--- src/pkg/serial_port_pkg.sv ---
// shared constants and types of the three-wire serial control port
package serial_port_pkg;

  // ----------------------------------------------------------------
  // command byte layout
  // ----------------------------------------------------------------
  localparam int FUNC_HI = 7; // function_code_high position
  localparam int FUNC_LO = 6; // function_code_low position
  localparam int ADDR_HI = 5; // register_address_field top bit
  localparam logic [1:0] FUNC_WRITE = 2'h0; // register write
  localparam logic [1:0] FUNC_READ = 2'h1; // register read
  localparam logic [1:0] FUNC_RSVD = 2'h2; // reserved, ignored
  localparam logic [1:0] FUNC_TX = 2'h3; // transmit command

  // transmit command field positions, bit 5 down to bit 0
  localparam int TX_SYNC_BIT = 5; // data synchronisation
  localparam int TX_PAMODE_BIT = 4; // amplifier mode
  localparam int TX_ENC_BIT = 3; // encoding enable
  localparam int TX_PWR_BIT = 2; // power/modulation setting
  localparam int TX_CHAN_HI = 1; // channel select top bit

  // ----------------------------------------------------------------
  // registers and counts
  // ----------------------------------------------------------------
  localparam logic [5:0] WRITE_XOR_CHECKSUM_ADDR = 6'h00; // checksum
  localparam logic [7:0] CHECKSUM_RESET = 8'h00; // value after reset
  localparam logic [2:0] LAST_BIT = 3'h7; // eighth bit of a byte
  localparam logic [3:0] OUT_LAST = 4'h7; // last bit launched
  localparam logic [3:0] OUT_DONE = 4'h8; // read byte finished
  localparam int HOLD_TIMEOUT = 65536; // amplifier hold, clock periods
  localparam int BUF_DEPTH = 2; // write word buffer entries

  // ----------------------------------------------------------------
  // types
  // ----------------------------------------------------------------
  typedef enum logic [2:0] {
    ST_IDLE = 3'h0, ST_CMD = 3'h1, ST_WRITE = 3'h3,
    ST_READ = 3'h2, ST_TX = 3'h6
  } serial_state_type;

  typedef enum logic [1:0] {
    PA_OFF = 2'h0, PA_ON = 2'h1, PA_WAIT_TICK = 2'h3, PA_HOLD = 2'h2
  } pa_state_type;

  typedef struct packed {
    logic [5:0] addr; // target register
    logic [7:0] data; // written value
  } write_word_type;

  typedef struct packed {
    logic sync; // synchronous mode
    logic pa_mode; // amplifier hold mode
    logic encode; // encoder enable
    logic power_set; // power/modulation setting
    logic [1:0] channel; // channel select
  } tx_cmd_type;

endpackage : serial_port_pkg

--- src/hw/three_wire_serial_control_port.sv ---
// three-wire serial control port: command decode, checksum, transmit start
`timescale 1ns/1ns
module three_wire_serial_control_port
  import serial_port_pkg::*;
#(
  parameter int TIMEOUT_CYCLES = HOLD_TIMEOUT // shorten in simulation
) (
  input wire logic CLOCK_I,
  input wire logic RST_N_I,
  input wire logic EN_I,
  input wire logic SCK_I,
  input wire logic SDIO_I,
  output logic SDIO_O,
  output logic SDIO_OE_O,
  output logic WR_VALID_O,
  output logic [5:0] WR_ADDR_O,
  output logic [7:0] WR_DATA_O,
  input wire logic WR_READY_I,
  output logic WR_OVERRUN_O,
  output logic [5:0] RD_ADDR_O,
  input wire logic [7:0] RD_DATA_I,
  output logic TX_START_O,
  output logic TX_SYNC_O,
  output logic TX_PA_MODE_O,
  output logic TX_ENCODE_O,
  output logic TX_POWER_SET_O,
  output logic [1:0] TX_CHANNEL_O,
  output logic TX_DATA_O,
  input wire logic BIT_TICK_I,
  output logic PA_ON_O,
  output logic SYNTH_ON_O
);

  // ----------------------------------------------------------------
  // pin synchronisers
  // ----------------------------------------------------------------
  logic [2:0] en_sync; // select: two stages plus edge history
  logic [2:0] sck_sync; // serial clock likewise
  logic [1:0] sdio_sync; // data line, two stages

  // first stage feeds only the second stage
  always_ff @(posedge CLOCK_I or negedge RST_N_I) begin
    if (!RST_N_I) begin
      en_sync <= 3'h0;
      sck_sync <= 3'h0;
      sdio_sync <= 2'h0;
    end else begin
      en_sync <= {en_sync[1:0], EN_I};
      sck_sync <= {sck_sync[1:0], SCK_I};
      sdio_sync <= {sdio_sync[0], SDIO_I};
    end
  end

  logic en_s, sck_s, sdio_s; // synchronised levels
  logic en_rise, en_fall, sck_rise, sck_fall; // edge strobes
  assign en_s = en_sync[1];
  assign sck_s = sck_sync[1];
  assign sdio_s = sdio_sync[1];
  assign en_rise = en_sync[1] & ~en_sync[2];
  assign en_fall = ~en_sync[1] & en_sync[2];
  assign sck_rise = sck_sync[1] & ~sck_sync[2];
  assign sck_fall = ~sck_sync[1] & sck_sync[2];

  // ----------------------------------------------------------------
  // serial engine
  // ----------------------------------------------------------------
  serial_state_type state, next_state; // command phase
  logic sample_rise, next_sample_rise; // captured edge polarity
  logic [2:0] bits, next_bits; // bits of current byte
  logic [7:0] shift, next_shift; // incoming shift register
  logic [5:0] addr, next_addr; // register address pointer
  logic [7:0] checksum, next_checksum; // write xor accumulator
  logic [3:0] out_cnt, next_out_cnt; // read bits launched
  logic sdio_o, next_sdio_o; // outgoing data bit
  logic sdio_oe, next_sdio_oe; // data line drive enable
  tx_cmd_type tx_cmd, next_tx_cmd; // latched transmit fields
  logic tx_start, next_tx_start; // transmit start pulse
  logic tx_data, next_tx_data; // datagram level to modulator
  logic samp, launch; // active sampling and output edges
  logic byte_done; // eighth bit sampled this cycle
  logic [7:0] in_byte; // completed byte, msb first
  logic [7:0] rd_byte; // value presented on a read
  logic push; // write word offered to buffer
  logic buf_ready; // buffer can take a word

  assign samp = sample_rise ? sck_rise : sck_fall;
  assign launch = sample_rise ? sck_fall : sck_rise;
  assign in_byte = {shift[6:0], sdio_s};
  assign byte_done = en_s && samp && bits == LAST_BIT &&
                     (state == ST_CMD || state == ST_WRITE);
  assign rd_byte = (addr == WRITE_XOR_CHECKSUM_ADDR) ? checksum : RD_DATA_I;

  // next values of the serial engine
  always_comb begin
    next_state = state;
    next_sample_rise = sample_rise;
    next_bits = bits;
    next_shift = shift;
    next_addr = addr;
    next_checksum = checksum;
    next_out_cnt = out_cnt;
    next_sdio_o = sdio_o;
    next_sdio_oe = sdio_oe;
    next_tx_cmd = tx_cmd;
    next_tx_start = 1'b0;
    next_tx_data = tx_data;
    push = 1'b0;
    if (en_rise) begin
      // new command: capture edge polarity from clock level
      next_sample_rise = sck_s;
      next_state = ST_CMD;
      next_bits = 3'h0;
      next_sdio_oe = 1'b0;
    end else if (en_fall) begin
      // command ends; release the line
      next_state = ST_IDLE;
      next_sdio_oe = 1'b0;
      if (state == ST_TX) begin
        next_tx_data = sdio_s;
      end
    end else if (en_s) begin
      if (samp && (state == ST_CMD || state == ST_WRITE)) begin
        // shift in msb first
        next_shift = in_byte;
        next_bits = bits + 3'h1;
      end
      if (byte_done && state == ST_CMD) begin
        // decode the command byte
        next_addr = in_byte[ADDR_HI:0];
        case (in_byte[FUNC_HI:FUNC_LO])
          FUNC_WRITE: begin
            next_checksum = checksum ^ in_byte;
            next_state = ST_WRITE;
          end
          FUNC_READ: begin
            next_out_cnt = 4'h0;
            next_state = ST_READ;
          end
          FUNC_TX: begin
            next_tx_cmd.sync = in_byte[TX_SYNC_BIT];
            next_tx_cmd.pa_mode = in_byte[TX_PAMODE_BIT];
            next_tx_cmd.encode = in_byte[TX_ENC_BIT];
            next_tx_cmd.power_set = in_byte[TX_PWR_BIT];
            next_tx_cmd.channel = in_byte[TX_CHAN_HI:0];
            next_tx_start = 1'b1;
            next_state = ST_TX;
          end
          default: begin
            // reserved code: rest of frame ignored
            next_state = ST_IDLE;
          end
        endcase
      end else if (byte_done) begin
        // data byte of a single or burst write
        next_checksum = checksum ^ in_byte;
        push = 1'b1;
        next_addr = addr + 6'h1;
      end
      if (state == ST_TX && samp) begin
        // datagram bits pass straight to the modulator
        next_tx_data = sdio_s;
      end
      if (state == ST_READ && launch) begin
        if (out_cnt < OUT_DONE) begin
          // drive one bit of the addressed register
          next_sdio_o = rd_byte[3'(OUT_LAST - out_cnt)];
          next_sdio_oe = 1'b1;
          next_out_cnt = out_cnt + 4'h1;
          if (out_cnt == OUT_LAST &&
              addr == WRITE_XOR_CHECKSUM_ADDR) begin
            next_checksum = CHECKSUM_RESET;
          end
        end else begin
          next_sdio_oe = 1'b0;
        end
      end
    end
  end

  // registers of the serial engine
  always_ff @(posedge CLOCK_I or negedge RST_N_I) begin
    if (!RST_N_I) begin
      state <= ST_IDLE;
      sample_rise <= 1'b0;
      bits <= 3'h0;
      shift <= 8'h00;
      addr <= 6'h00;
      checksum <= CHECKSUM_RESET;
      out_cnt <= 4'h0;
      sdio_o <= 1'b0;
      sdio_oe <= 1'b0;
      tx_cmd <= '0;
      tx_start <= 1'b0;
      tx_data <= 1'b0;
    end else begin
      state <= next_state;
      sample_rise <= next_sample_rise;
      bits <= next_bits;
      shift <= next_shift;
      addr <= next_addr;
      checksum <= next_checksum;
      out_cnt <= next_out_cnt;
      sdio_o <= next_sdio_o;
      sdio_oe <= next_sdio_oe;
      tx_cmd <= next_tx_cmd;
      tx_start <= next_tx_start;
      tx_data <= next_tx_data;
    end
  end

  // ----------------------------------------------------------------
  // two-entry write word buffer
  // ----------------------------------------------------------------
  write_word_type buf_mem [BUF_DEPTH]; // entries, 0 is head
  write_word_type next_buf [BUF_DEPTH];
  logic [1:0] buf_cnt, next_buf_cnt; // words held
  logic overrun, next_overrun; // sticky: word lost while full
  logic wr_valid, next_wr_valid; // head word present, registered
  logic pop; // receiver takes head

  assign pop = buf_cnt != 2'h0 && WR_READY_I;
  assign buf_ready = buf_cnt != 2'(BUF_DEPTH) || pop;

  // next buffer contents: shift on pop, append on push
  always_comb begin
    next_buf = buf_mem;
    next_buf_cnt = buf_cnt;
    next_overrun = overrun;
    if (pop) begin
      next_buf[0] = buf_mem[1];
      next_buf_cnt = buf_cnt - 2'h1;
    end
    if (push && buf_ready) begin
      next_buf[next_buf_cnt[0]] = '{addr: addr, data: in_byte};
      next_buf_cnt = next_buf_cnt + 2'h1;
    end else if (push) begin
      next_overrun = 1'b1;
    end
    // valid comes from a flop so the output has no logic behind it
    next_wr_valid = next_buf_cnt != 2'h0;
  end

  // buffer registers
  always_ff @(posedge CLOCK_I or negedge RST_N_I) begin
    if (!RST_N_I) begin
      buf_mem <= '{default: '0};
      buf_cnt <= 2'h0;
      overrun <= 1'b0;
      wr_valid <= 1'b0;
    end else begin
      buf_mem <= next_buf;
      buf_cnt <= next_buf_cnt;
      overrun <= next_overrun;
      wr_valid <= next_wr_valid;
    end
  end

  // ----------------------------------------------------------------
  // amplifier control
  // ----------------------------------------------------------------
  pa_state_type pa_state, next_pa_state; // amplifier phase
  logic [16:0] hold_cnt, next_hold_cnt; // hold timeout counter
  logic pa_on, next_pa_on; // amplifier enable
  localparam logic [16:0] HOLD_LAST = 17'(TIMEOUT_CYCLES - 1);

  // next amplifier state
  always_comb begin
    next_pa_state = pa_state;
    next_hold_cnt = hold_cnt;
    case (pa_state)
      PA_OFF: begin
        if (tx_start) begin
          next_pa_state = PA_ON;
        end
      end
      PA_ON: begin
        if (en_fall && tx_cmd.pa_mode) begin
          next_pa_state = PA_HOLD;
          next_hold_cnt = 17'h0;
        end else if (en_fall && tx_cmd.sync) begin
          next_pa_state = PA_WAIT_TICK;
        end else if (en_fall) begin
          next_pa_state = PA_OFF;
        end
      end
      PA_WAIT_TICK: begin
        // align switch-off to the bit clock
        if (BIT_TICK_I) begin
          next_pa_state = PA_OFF;
        end
      end
      PA_HOLD: begin
        next_hold_cnt = hold_cnt + 17'h1;
        if (hold_cnt == HOLD_LAST) begin
          next_pa_state = PA_OFF;
        end
      end
      default: begin
        next_pa_state = PA_OFF;
      end
    endcase
    next_pa_on = next_pa_state != PA_OFF;
  end

  // amplifier registers
  always_ff @(posedge CLOCK_I or negedge RST_N_I) begin
    if (!RST_N_I) begin
      pa_state <= PA_OFF;
      hold_cnt <= 17'h0;
      pa_on <= 1'b0;
    end else begin
      pa_state <= next_pa_state;
      hold_cnt <= next_hold_cnt;
      pa_on <= next_pa_on;
    end
  end

  // ----------------------------------------------------------------
  // outputs, all from flip-flops
  // ----------------------------------------------------------------
  assign SDIO_O = sdio_o;
  assign SDIO_OE_O = sdio_oe;
  assign WR_VALID_O = wr_valid;
  assign WR_ADDR_O = buf_mem[0].addr;
  assign WR_DATA_O = buf_mem[0].data;
  assign WR_OVERRUN_O = overrun;
  assign RD_ADDR_O = addr;
  assign TX_START_O = tx_start;
  assign TX_SYNC_O = tx_cmd.sync;
  assign TX_PA_MODE_O = tx_cmd.pa_mode;
  assign TX_ENCODE_O = tx_cmd.encode;
  assign TX_POWER_SET_O = tx_cmd.power_set;
  assign TX_CHANNEL_O = tx_cmd.channel;
  assign TX_DATA_O = tx_data;
  assign PA_ON_O = pa_on;
  assign SYNTH_ON_O = pa_on;
endmodule : three_wire_serial_control_port

--- config.mk ---
export PLATFORM = sky130hd
export DESIGN_NAME = three_wire_serial_control_port
export DESIGN_NICKNAME = d
export VERILOG_FILES = /design/src/pkg/serial_port_pkg.sv /design/src/hw/three_wire_serial_control_port.sv
export SDC_FILE = /design/constraint.sdc
export NUM_CORES = 1
export LEC_CHECK = 0
export BUFFER_PORTS_ARGS = -buffer_cell sky130_fd_sc_hd__buf_4
export CAP_MARGIN = 20
export CORE_UTILIZATION = 50
export CTS_BUF_LIST = sky130_fd_sc_hd__clkbuf_16
export DETAILED_ROUTE_END_ITERATION = 8
export PLACE_DENSITY = 0.66
export SLEW_MARGIN = 0
export SYNTH_ARGS = -nofsm -noshare
export SYNTH_HDL_FRONTEND = slang
export SYNTH_SLANG_ARGS = --single-unit
--- constraint.sdc ---
create_clock -name CLOCK_I -period 3.6 [get_ports CLOCK_I]
set_clock_uncertainty 0.2 [all_clocks]
set_input_delay 0.72 -clock CLOCK_I [delete_from_list [all_inputs] [get_ports CLOCK_I]]
set_output_delay 0.72 -clock CLOCK_I [all_outputs]
set_load 0.02 [all_outputs]
==> summary.md, run 1 <==
| Metric | Value |
|---|---|
| Post-synth top cells | dfrtp_1 (102), nand2_1 (55), nor2_1 (33), o21ai_0 (33), mux2_2 (30) |
| Number of buffers added by the clock tree synthesis step | 9 |
| Number of enable-type register cells in the synthesized netlist | 0 |
| Final period util | 80.54% |
| Max-slew headroom at the worst pin | 48.14% |
| Synthesis Warnings | 0 |
| CTS tree | built |
| Hpwl dp | 7035 microns |
| Net switching component of the power | 0.7195 mW |
| RR Startpoint | buf_cnt[0] |
| Max Root-Sink Buffers | 2 |
| Average instance area after synthesis | about 11 sq um |
| Fraction of layout instances using a drive strength above 1 | 23.15% |
| Data arrival time of the critical path | about 3 ns |
| Antenna violations before repair | 0 |
| MaxCap Viol Count | 0 |
| Routed vias/inst | 5.555 |
| Clock sinks | approximately 100 |
| Net Count, Synth | between 500 and 600 |
| Length of the first detailed-routing pass in iterations | 4 |
| Path type of the worst min-delay path | in2async |
| Worst Slack Setup Final | 0.7005 ns |
| Global-route wire length before repair | 16,840 microns |
| Setup fix buffers added after clock tree synthesis | 0 |
| Final-layout worst hold slack | 0.004324 ns |
| Final standard cell utilization of the core | between 50% and 60% |
| Library cell with the highest instance count after synthesis | dfrtp_1 |
| Share of power burned in the clock network | 38.4% |
| Mapped Area | 0.005047 sq mm |
| Sw Share | 26.76% |
| Ys flop type | dfrtp_1 |
| Antenna Violating Nets Remaining | 0 |
| Die Width | 102.5 microns |
| Detail-routed net length per standard cell | 15.86 microns |
| Worst Path Required | 3.64 ns |
| Quantity of I/O buffers inserted on ports | 48 |
| Met3 Track Usage GR | 5.609% |
| Sum of internal, switching and leakage power | ~2.7 mW |
| Clock input transition at the sequential cells of the worst setup and hold paths | 0.07 ns |
| RSZ-0062 raised after global routing | no |
| Leakage dissipation | 2.679 nW |
| Area inside the core boundary | between 0.009 and 0.01 sq mm |
| Global routing's busiest layer | met2 |
| Cell variety after synth | 64 |
| Library cell used as clock root buffer | clkbuf_16 |
| Crit Path Max Fanout | 14 |
| Cell types occupying the most area after synthesis | dfrtp_1 (51%), mux2_2 (6.7%), nand2_1 (4.1%), ha_1 (3.7%), o21ai_0 (3.3%) |
| Starting density of the core | 51.64% |
| H-tree depth | 3 |
| Final Setup Violations | 0 |
| Number of storage elements in the synthesis netlist | slightly above 100 |
| Max Clk Rate | ~340 MHz |
| Met1 track demand over resource in global routing | 30.39% |
| Detailed router's first-iteration violation count | 159 |
| Final antenna diode count | 0 |
| Die Footprint | about 0.011 sq mm |
| DRC viols | 0 |
| Asr flop ratio synth | 100.0% |
| Result of the run | completed |
| Via count of the first global-routing pass | 3,234 |
| Critical path class | reg2reg |
| Final Critical Period | 2.899 ns |
| Internal Dissipation | 1.970 mW |
| Top-Level Pins | 49 |
| WL final | 10,260 microns |
| Worst Tran Pin Value | 0.7779 ns |
| Post-synth top area share | around half |
| Final net count | about 540 |
| Critical Path Source Type | flip-flop |
| Layout overhead on the synthesized area | 14.13% |
| Combinational cell fraction of total power | between 10% and 20% |
| GRT Resource Usage Total | between 20% and 30% |
| Rows | 36 |
| Start point of the critical path | buf_cnt[0] |
| Final Slew Violations | 0 |
| Fin Setup TNS | 0 ns |
| Sequential group share of total power | about 50% |
| Cell Pwr Density | 466.8 mW/mm^2 |
| Skew-Pair Late Insertion Delay | 0.35 ns |
| Filler cell count in the final layout | approximately 850 |
| Routability cong. | 0.7675 |
| Post-CTS Hold Buffers | 0 |
| Gate Count Post-Synth | 479 |
| Die Y-Extent | about 100 microns |
| Yosys top cell by area | dfrtp_1 |
| Met2 Usage GRT | a little under a third |
| Critical path capture point type | flip-flop |
| Number of cells upsized or downsized after cts | 0 |
| Overflow left after global routing | 0 |
| Hold Fails Final Rpt | 0 |
| Worst vdd rail ir drop | 0.3181 mV |
| Sequential element share of the synthesized area | 50.57% |
| Largest net degree at the start of global routing | 85 |
| Vias post-DR | 3,594 |
| Worst slack, placed | 0.6334 ns |
==> layout by cell type, fill, tap and decap left out, types with 7 or more instances in the layout <==
| cell type | count |
|---|---|
| a21oi_1 | 12 |
| nand3_1 | 19 |
| ha_1 | 15 |
| dfrtp_1 | 102 |
| buf_4 | 56 |
| nor2_1 | 33 |
| inv_1 | 15 |
| mux2_2 | 30 |
| o21ai_0 | 33 |
| nand2_1 | 55 |
| clkbuf_16 | 9 |
| xor2_1 | 7 |
| nand4_1 | 15 |
| a31oi_1 | 18 |
==> worst paths after layout <==
path	to	slack, ns	depth (start not counted)
worst max-delay path	flip-flop	0.70	7
worst min-delay path	WR_ADDR_O[4]	0.004	1
worst max register to register	flip-flop	0.70	7
worst min register to register	sdio_sync[1]	0.15	0
max in group asynchronous	hold_cnt[3]	2.34	3
min in group CLOCK_I	sdio_sync[1]	0.15	0
==> cell type report <==
cell class | count | area, sq um | share of cell area, %
well taps | 133 | 166.4 | 2.889
multi-input cells | 324 | 2223 | 38.60
flip-flops and latches | 102 | 2552 | 44.31
inverters | 15 | 56.30 | 0.9774
clock buffers | 9 | 225.2 | 3.910
repair buffers | 57 | 447.9 | 7.776
clock inverters | 7 | 88.84 | 1.542
==> metal layers <==
metal  vias up  wire [microns]  share of wire (%)
met4         0             170                1.7
li1       1753               -                  -
met2        81            4663                 45
met3        14             416                4.1
met5         -               0                  0
met1      1746            5008                 49
==> power groups by stage <==
stage	Sequential, mW	Clock (mW)	Combinational [mW]
floorplan	1.30	0	0.233
global placement	1.33	0	0.328
detailed placement	1.33	0	0.338
CTS	1.31	1.06	0.344
global route	1.32	1.09	0.383
finish	1.31	1.03	0.343
==> worst max-delay path: stages, from the launching register on <==
cell	delay, ns
dfrtp_1	0.36
inv_1	0.07
ha_1	0.21
nand2b_1	0.17
a2111oi_1	0.60
and2_1	0.21
ha_1	0.55
mux2_2	0.41
==> per-stage QoR <==
stage | instance area, sq um | instances
final | 5761 | 647
after global routing | 5761 | 647
after CTS | 5733 | 646
after detailed placement | 5419 | 630
after global placement | 5419 | 630
after floorplan | 5047 | 479
==> cell families after synthesis <==
family | after synthesis | share of synthesized area [%]
AND/OR/NAND/NOR | 172 | 17.65
multiplexers | 36 | 8.379
buffers and inverters | 53 | 5.379
AO/OA/AOI/OAI | 91 | 12.57
adder cells (fa/ha/maj) | 15 | 3.718
XOR/XNOR | 10 | 1.735
flip-flops | 102 | 50.57
Power figures use the tool's default switching activity.
==> run 2: changes to the inputs <==
ABC_AREA = 1   (was default)
clock period = 3 ns   (was 3.6 ns; I/O delays follow)
==> run 2 against run 1 <==
Global-route usage is 0.19 points higher. Final cell count up 23%. Sequential share of layout area down 1.4 points. Total power rose by 47%. Sequential power is 34% higher. Maximum frequency is 12% higher. Hold slack better by 0.054 ns. First-iteration DRC count increased by 64%. Non-clock buffer count down 4. Clock-buffer cell count unchanged. Highest routed layer unchanged.
==> summary.md, run 2 <==
| Metric | Value |
|---|---|
| WL final | 10,880 microns |
| Fin Setup TNS | 0 ns |
| Critical Path Source Type | flip-flop |
| Average instance area after synthesis | roughly 8.4 sq um |
| Final net count | 688 |
| Final antenna diode count | 0 |
| Cell types occupying the most area after synthesis | dfrtp_1 (48%), nand2_1 (10%), o21ai_0 (7.7%), inv_1 (6.4%), ha_1 (3.5%) |
| Ys flop type | dfrtp_1 |
| Library cell used as clock root buffer | clkbuf_16 |
| DRC viols | 0 |
| Vias post-DR | 4,167 |
| Sum of internal, switching and leakage power | ~3.9 mW |
| Cell depth of the worst flop-to-flop path | 10 |
| RR Startpoint | en_sync[1] |
| Rows | 37 |
| RSZ-0062 raised after global routing | no |
| Post-synth top cells | nand2_1 (143), dfrtp_1 (102), inv_1 (90), o21ai_0 (82), nand3_1 (37) |
| H-tree depth | 3 |
| Worst vdd rail ir drop | approximately 0.34 mV |
| Combinational cell fraction of total power | 26.0% |
| Number of cells upsized or downsized after cts | 0 |
| Number of storage elements in the synthesis netlist | between 100 and 150 |
| Quantity of I/O buffers inserted on ports | 48 |
| Die Footprint | 0.01101 sq mm |
| MaxCap Viol Count | 0 |
| Result of the run | completed |
| Seq. cell area | 0.002552 sq mm |
| Share of power burned in the clock network | 29.6% |
| Data arrival time of the critical path | around 2.6 ns |
| Fin area | between 0.005 and 0.006 sq mm |
| Number of enable-type register cells in the synthesized netlist | 0 |
| Final Setup Violations | 0 |
| Worst Tran Pin Value | 0.6231 ns |
| Detailed router's first-iteration violation count | 261 |
| Antenna Violating Nets Remaining | 0 |
| Net Count, Synth | 660 |
| Critical path class | reg2reg |
| GRT Resource Usage Total | 21.49% |
| Path type of the worst min-delay path | in2async |
| Synthesis Warnings | 0 |
| Post-synth top area share | 48.17% |
| Crit Path Max Fanout | 28 |
| Worst Path Required | 3.02 ns |
| Yosys top cell by area | dfrtp_1 |
| Detail-routed net length per standard cell | 13.61 microns |
| Filler cell count in the final layout | 906 |
| Clock input transition at the sequential cells of the worst setup and hold paths | 0.08 ns |
| Number of buffers added by the clock tree synthesis step | 9 |
| Die Width | 104.9 microns |
| Cell variety after synth | 46 |
| Hold Fails Final Rpt | 0 |
| Sequential group share of total power | between 40 and 50% |
| Asr flop ratio synth | 100.0% |
| Area inside the core boundary | just over 0.01 sq mm |
| Hpwl dp | between 7000 and 8000 microns |
| Start point of the critical path | en_sync[1] |
| Max Clk Rate | 387.8 MHz |
| Critical path capture point type | flip-flop |
| Routability cong. | 0.8591 |
| Final Critical Period | 2.579 ns |
| Global-route wire length before repair | 18,960 microns |
| CTS tree | built |
| Via count of the first global-routing pass | 4,013 |
| Largest net degree at the start of global routing | 56 |
| Antenna violations before repair | 0 |
| Worst Slack Setup Final | 0.4214 ns |
| Commonest non-fill, non-tap cells in the layout | nand2_1 (143), dfrtp_1 (102), inv_1 (90) |
| Skew-Pair Late Insertion Delay | ~0.35 ns |
| Cell Pwr Density | about 660 mW/mm^2 |
| Leakage dissipation | roughly 3 nW |
| Sw Share | 35.18% |
| Sequential element share of the synthesized area | 48.17% |
| Fraction of layout instances using a drive strength above 1 | between 10% and 20% |
| Max-slew headroom at the worst pin | 58.46% |
| Length of the first detailed-routing pass in iterations | 5 |
| Starting density of the core | 51.56% |
| Library cell with the highest instance count after synthesis | nand2_1 |
| Multi-input combinational cell area | 0.002161 sq mm |
| Internal Dissipation | 2.556 mW |
| Final period util | a little under nine tenths |
| Post-CTS Hold Buffers | 0 |
| Most frequent standard cell in the layout excluding fill and tap cells | nand2_1 |
| Routed vias/inst | 5.215 |
| Setup fix buffers added after clock tree synthesis | 0 |
| Max Root-Sink Buffers | 2 |
| Worst reg2reg setup slack | 0.42 ns |
| Layout overhead on the synthesized area | 12.14% |
| Clock sinks | just over 100 |
| Top-Level Pins | 49 |
| Overflow left after global routing | 0 |
| Gate Count Post-Synth | 630 |
| Total cell area at the placement stage | about 0.0056 sq mm |
| Mapped Area | 0.005299 sq mm |
| Net switching component of the power | 1.387 mW |
| Worst slack, placed | 0.4280 ns |
| Final Slew Violations | 0 |
| Die Y-Extent | 104.9 microns |
run 2: metrics by stage:
| stage | hold WS [ns] | cells | utilization [%] |
|---|---|---|---|
| 2_1_floorplan | 0.1044 | 630 | - |
| 3_3_place_gp | 0.1341 | 783 | 54.92 |
| 3_5_place_dp | 0.1358 | 783 | 54.92 |
| 4_1_cts | 0.07659 | 799 | 57.82 |
| 5_1_grt | 0.1082 | 799 | 57.82 |
| 6_report | 0.05868 | 799 | 57.82 |
run 2: worst max-delay path, cell delays in order, from the launching register on:
cell	delay, ns
dfrtp_1	0.44
inv_1	0.11
ha_1	0.34
nor2_4	0.22
o31ai_1	0.15
nor2_4	0.18
nand2_4	0.15
inv_1	0.11
ha_1	0.15
buf_4	0.25
o21ai_0	0.13
run 2: worst min-delay path by stage:
stage                     slack (ns)      endpoint
final                           0.06  WR_DATA_O[1]
after global routing            0.11  WR_DATA_O[1]
after CTS                       0.08  WR_DATA_O[1]
after detailed placement        0.14    en_sync[1]
after global placement          0.13  sdio_sync[1]
after floorplan                 0.10       PA_ON_O
run 2: cell type report:
type | count | area share [%]
Clock buffer | 9 | 3.790
Multi-Input combinational cell | 400 | 36.37
Tap cell | 136 | 2.864
Clock inverter | 7 | 1.221
Timing Repair Buffer | 53 | 6.907
Sequential cell | 102 | 42.96
Inverter | 92 | 5.896
run 2: cells by family (layout without fill, tap and decap cells):
kind of cell | Yosys count | after routing | share of synthesized area (%)
AO/OA/AOI/OAI | 132 | 132 | 14.03
XOR/XNOR | 5 | 5 | 0.9681
adder cells (fa/ha/maj) | 15 | 15 | 3.542
buffers and inverters | 128 | 161 | 11.05
flip-flops | 102 | 102 | 48.17
multiplexers | 1 | 1 | 0.2125
AND/OR/NAND/NOR | 247 | 247 | 22.03
run 2: per-layer routing:
metal	vias to the layer above	global-route usage, %	part of all wire, %
li1	2101	-	-
met1	1981	29.19	48
met2	77	35.81	47
met3	8	2.620	3.9
met4	0	7.042	0.84
met5	-	0	0
run 2: power by group through the flow:
stage / clock network, mW / registers (mW) / logic, mW
3_3_place_gp: 0 / 1.77 / 1.01
2_1_floorplan: 0 / 1.74 / 0.801
3_5_place_dp: 0 / 1.78 / 1.03
5_1_grt: 1.24 / 1.78 / 1.15
4_1_cts: 1.19 / 1.75 / 1.03
6_report: 1.17 / 1.75 / 1.02
==> run 3: changes to the inputs <==
MAX_ROUTING_LAYER = met4   (was default)
==> run 3 against run 2 <==
Routed wire length about the same. Via count increased by 0.12%. Non-clock buffer count unchanged. Total power about the same. Hold slack about the same. Setup slack got worse by 0.0027 ns. Maximum frequency decreased by 0.11%. Clock-buffer cell count unchanged. Highest routed layer unchanged. Clock power about the same. First-iteration DRC count increased by 0.77%.
==> summary.md, run 3 (synthesized netlist as in run 2, its figures left out) <==
| Metric | Value |
|---|---|
| Vias post-DR | about 4,200 |
| Filler cell count in the final layout | 906 |
| Final Setup Violations | 0 |
| Worst Tran Pin Value | approximately 0.62 ns |
| Max Root-Sink Buffers | 2 |
| Worst vdd rail ir drop | approximately 0.34 mV |
| Worst reg2reg setup slack | 0.42 ns |
| Die Width | ~100 microns |
| Clock sinks | around 100 |
| Global-route wire length before repair | 18,980 microns |
| Number of cells upsized or downsized after cts | 0 |
| Max-slew headroom at the worst pin | 58.64% |
| Net switching component of the power | 1.385 mW |
| Area inside the core boundary | ~0.01 sq mm |
| Fin Setup TNS | 0 ns |
| GRT Resource Usage Total | 22.12% |
| Clock input transition at the sequential cells of the worst setup and hold paths | about 0.080 ns |
| DRC viols | 0 |
| Fraction of layout instances using a drive strength above 1 | 15.08% |
| Final antenna diode count | 0 |
| RSZ-0062 raised after global routing | no |
| Crit Path Max Fanout | 28 |
| Routability cong. | 0.8729 |
| Routed vias/inst | 5.222 |
| Detailed router's first-iteration violation count | 263 |
| Rows | 37 |
| Critical path class | reg2reg |
| H-tree depth | 3 |
| Detail-routed net length per standard cell | around 14 microns |
| Largest net degree at the start of global routing | 56 |
| Max Clk Rate | 387.4 MHz |
| Seq. cell area | 0.002552 sq mm |
| Overflow left after global routing | 0 |
| Hold Fails Final Rpt | 0 |
| Sw Share | a little over a third |
| Final period util | 86.04% |
| Final standard cell utilization of the core | between 50% and 60% |
| Quantity of I/O buffers inserted on ports | 48 |
| Path type of the worst min-delay path | in2async |
| MaxCap Viol Count | 0 |
| WL final | 10,880 microns |
| Cell Pwr Density | 663.2 mW/mm^2 |
| Internal Dissipation | 2.556 mW |
| Post-CTS Hold Buffers | 0 |
| Setup fix buffers added after clock tree synthesis | 0 |
| Leakage dissipation | between 2 and 3 nW |
| Skew-Pair Late Insertion Delay | 0.35 ns |
| Die Y-Extent | 104.9 microns |
| Worst Path Required | 3.02 ns |
| Share of power burned in the clock network | 29.6% |
| Multi-input combinational cell area | 0.002161 sq mm |
| Length of the first detailed-routing pass in iterations | 5 |
| Critical path capture point type | flip-flop |
| Library cell used as clock root buffer | clkbuf_16 |
| Start point of the critical path | en_sync[1] |
| Combinational cell fraction of total power | 26.0% |
| CTS tree | built |
| Number of buffers added by the clock tree synthesis step | 9 |
| Final Slew Violations | 0 |
| Starting density of the core | 51.56% |
| Antenna Violating Nets Remaining | 0 |
| Die Footprint | 0.01101 sq mm |
| Critical Path Source Type | flip-flop |
| Result of the run | completed |
| Final net count | 688 |
| Data arrival time of the critical path | 2.60 ns |
| Hpwl dp | 7667 microns |
| Top-Level Pins | 49 |
| RR Startpoint | en_sync[1] |
| Cell depth of the worst flop-to-flop path | 10 |
| Via count of the first global-routing pass | approximately 4,000 |
| Layout overhead on the synthesized area | 12.14% |
| Commonest non-fill, non-tap cells in the layout | nand2_1 (143), dfrtp_1 (102), inv_1 (90) |
| Antenna violations before repair | 0 |
| Most frequent standard cell in the layout excluding fill and tap cells | nand2_1 |
| Sequential group share of total power | 44.4% |
| Final Critical Period | 2.581 ns |
[run 3: cell counts in the layout (fill, tap and decap cells not counted)]
No cell type changed its count.
[run 3: layer usage]
layer | routed length [microns] | global-route usage [%] | share of wire (%)
met5 | 0 | - | 0
met4 | 135 | 7.042 | 1.2
met3 | 367 | 2.620 | 3.4
met2 | 5137 | 35.86 | 47
met1 | 5239 | 29.15 | 48
[run 3: layout make-up]
type	instances	area share [%]
Sequential cell	102	42.96
Multi-Input combinational cell	400	36.37
Timing Repair Buffer	53	6.907
Inverter	92	5.896
Clock buffer	9	3.790
Tap cell	136	2.864
Clock inverter	7	1.221
[run 3: worst min-delay path by stage]
stage,cells after the start,slack [ns],to
after CTS,1,0.08,WR_DATA_O[1]
after global placement,0,0.13,sdio_sync[1]
final,1,0.06,WR_DATA_O[1]
after floorplan,0,0.10,PA_ON_O
after detailed placement,0,0.14,en_sync[1]
after global routing,1,0.11,WR_DATA_O[1]
[run 3: power groups by stage]
| stage | Clock, mW | Combinational [mW] | Sequential, mW |
|---|---|---|---|
| final | 1.17 | 1.02 | 1.75 |
| after global routing | 1.24 | 1.15 | 1.78 |
| after CTS | 1.19 | 1.03 | 1.75 |
| after floorplan | 0 | 0.801 | 1.74 |
| after global placement | 0 | 1.01 | 1.77 |
| after detailed placement | 0 | 1.03 | 1.78 |
[run 3: critical path, cell delays in order (launching register included)]
cell     delay [ns]
dfrtp_1        0.44
inv_1          0.11
ha_1           0.34
nor2_4         0.22
o31ai_1        0.15
nor2_4         0.18
nand2_4        0.15
inv_1          0.11
ha_1           0.15
buf_4          0.25
o21ai_0        0.14
[run 3: per-stage QoR]
stage | area [sq um] | setup slack, ns | cells | power, mW | hold slack [ns]
2_1_floorplan | 5299 | 0.5319 | 630 | 2.537 | 0.1044
3_3_place_gp | 5644 | 0.5620 | 783 | 2.776 | 0.1341
3_5_place_dp | 5644 | 0.4280 | 783 | 2.806 | 0.1358
4_1_cts | 5942 | 0.4147 | 799 | 3.978 | 0.07659
5_1_grt | 5942 | 0.2222 | 799 | 4.179 | 0.1082
6_report | 5942 | 0.4187 | 799 | 3.941 | 0.05901
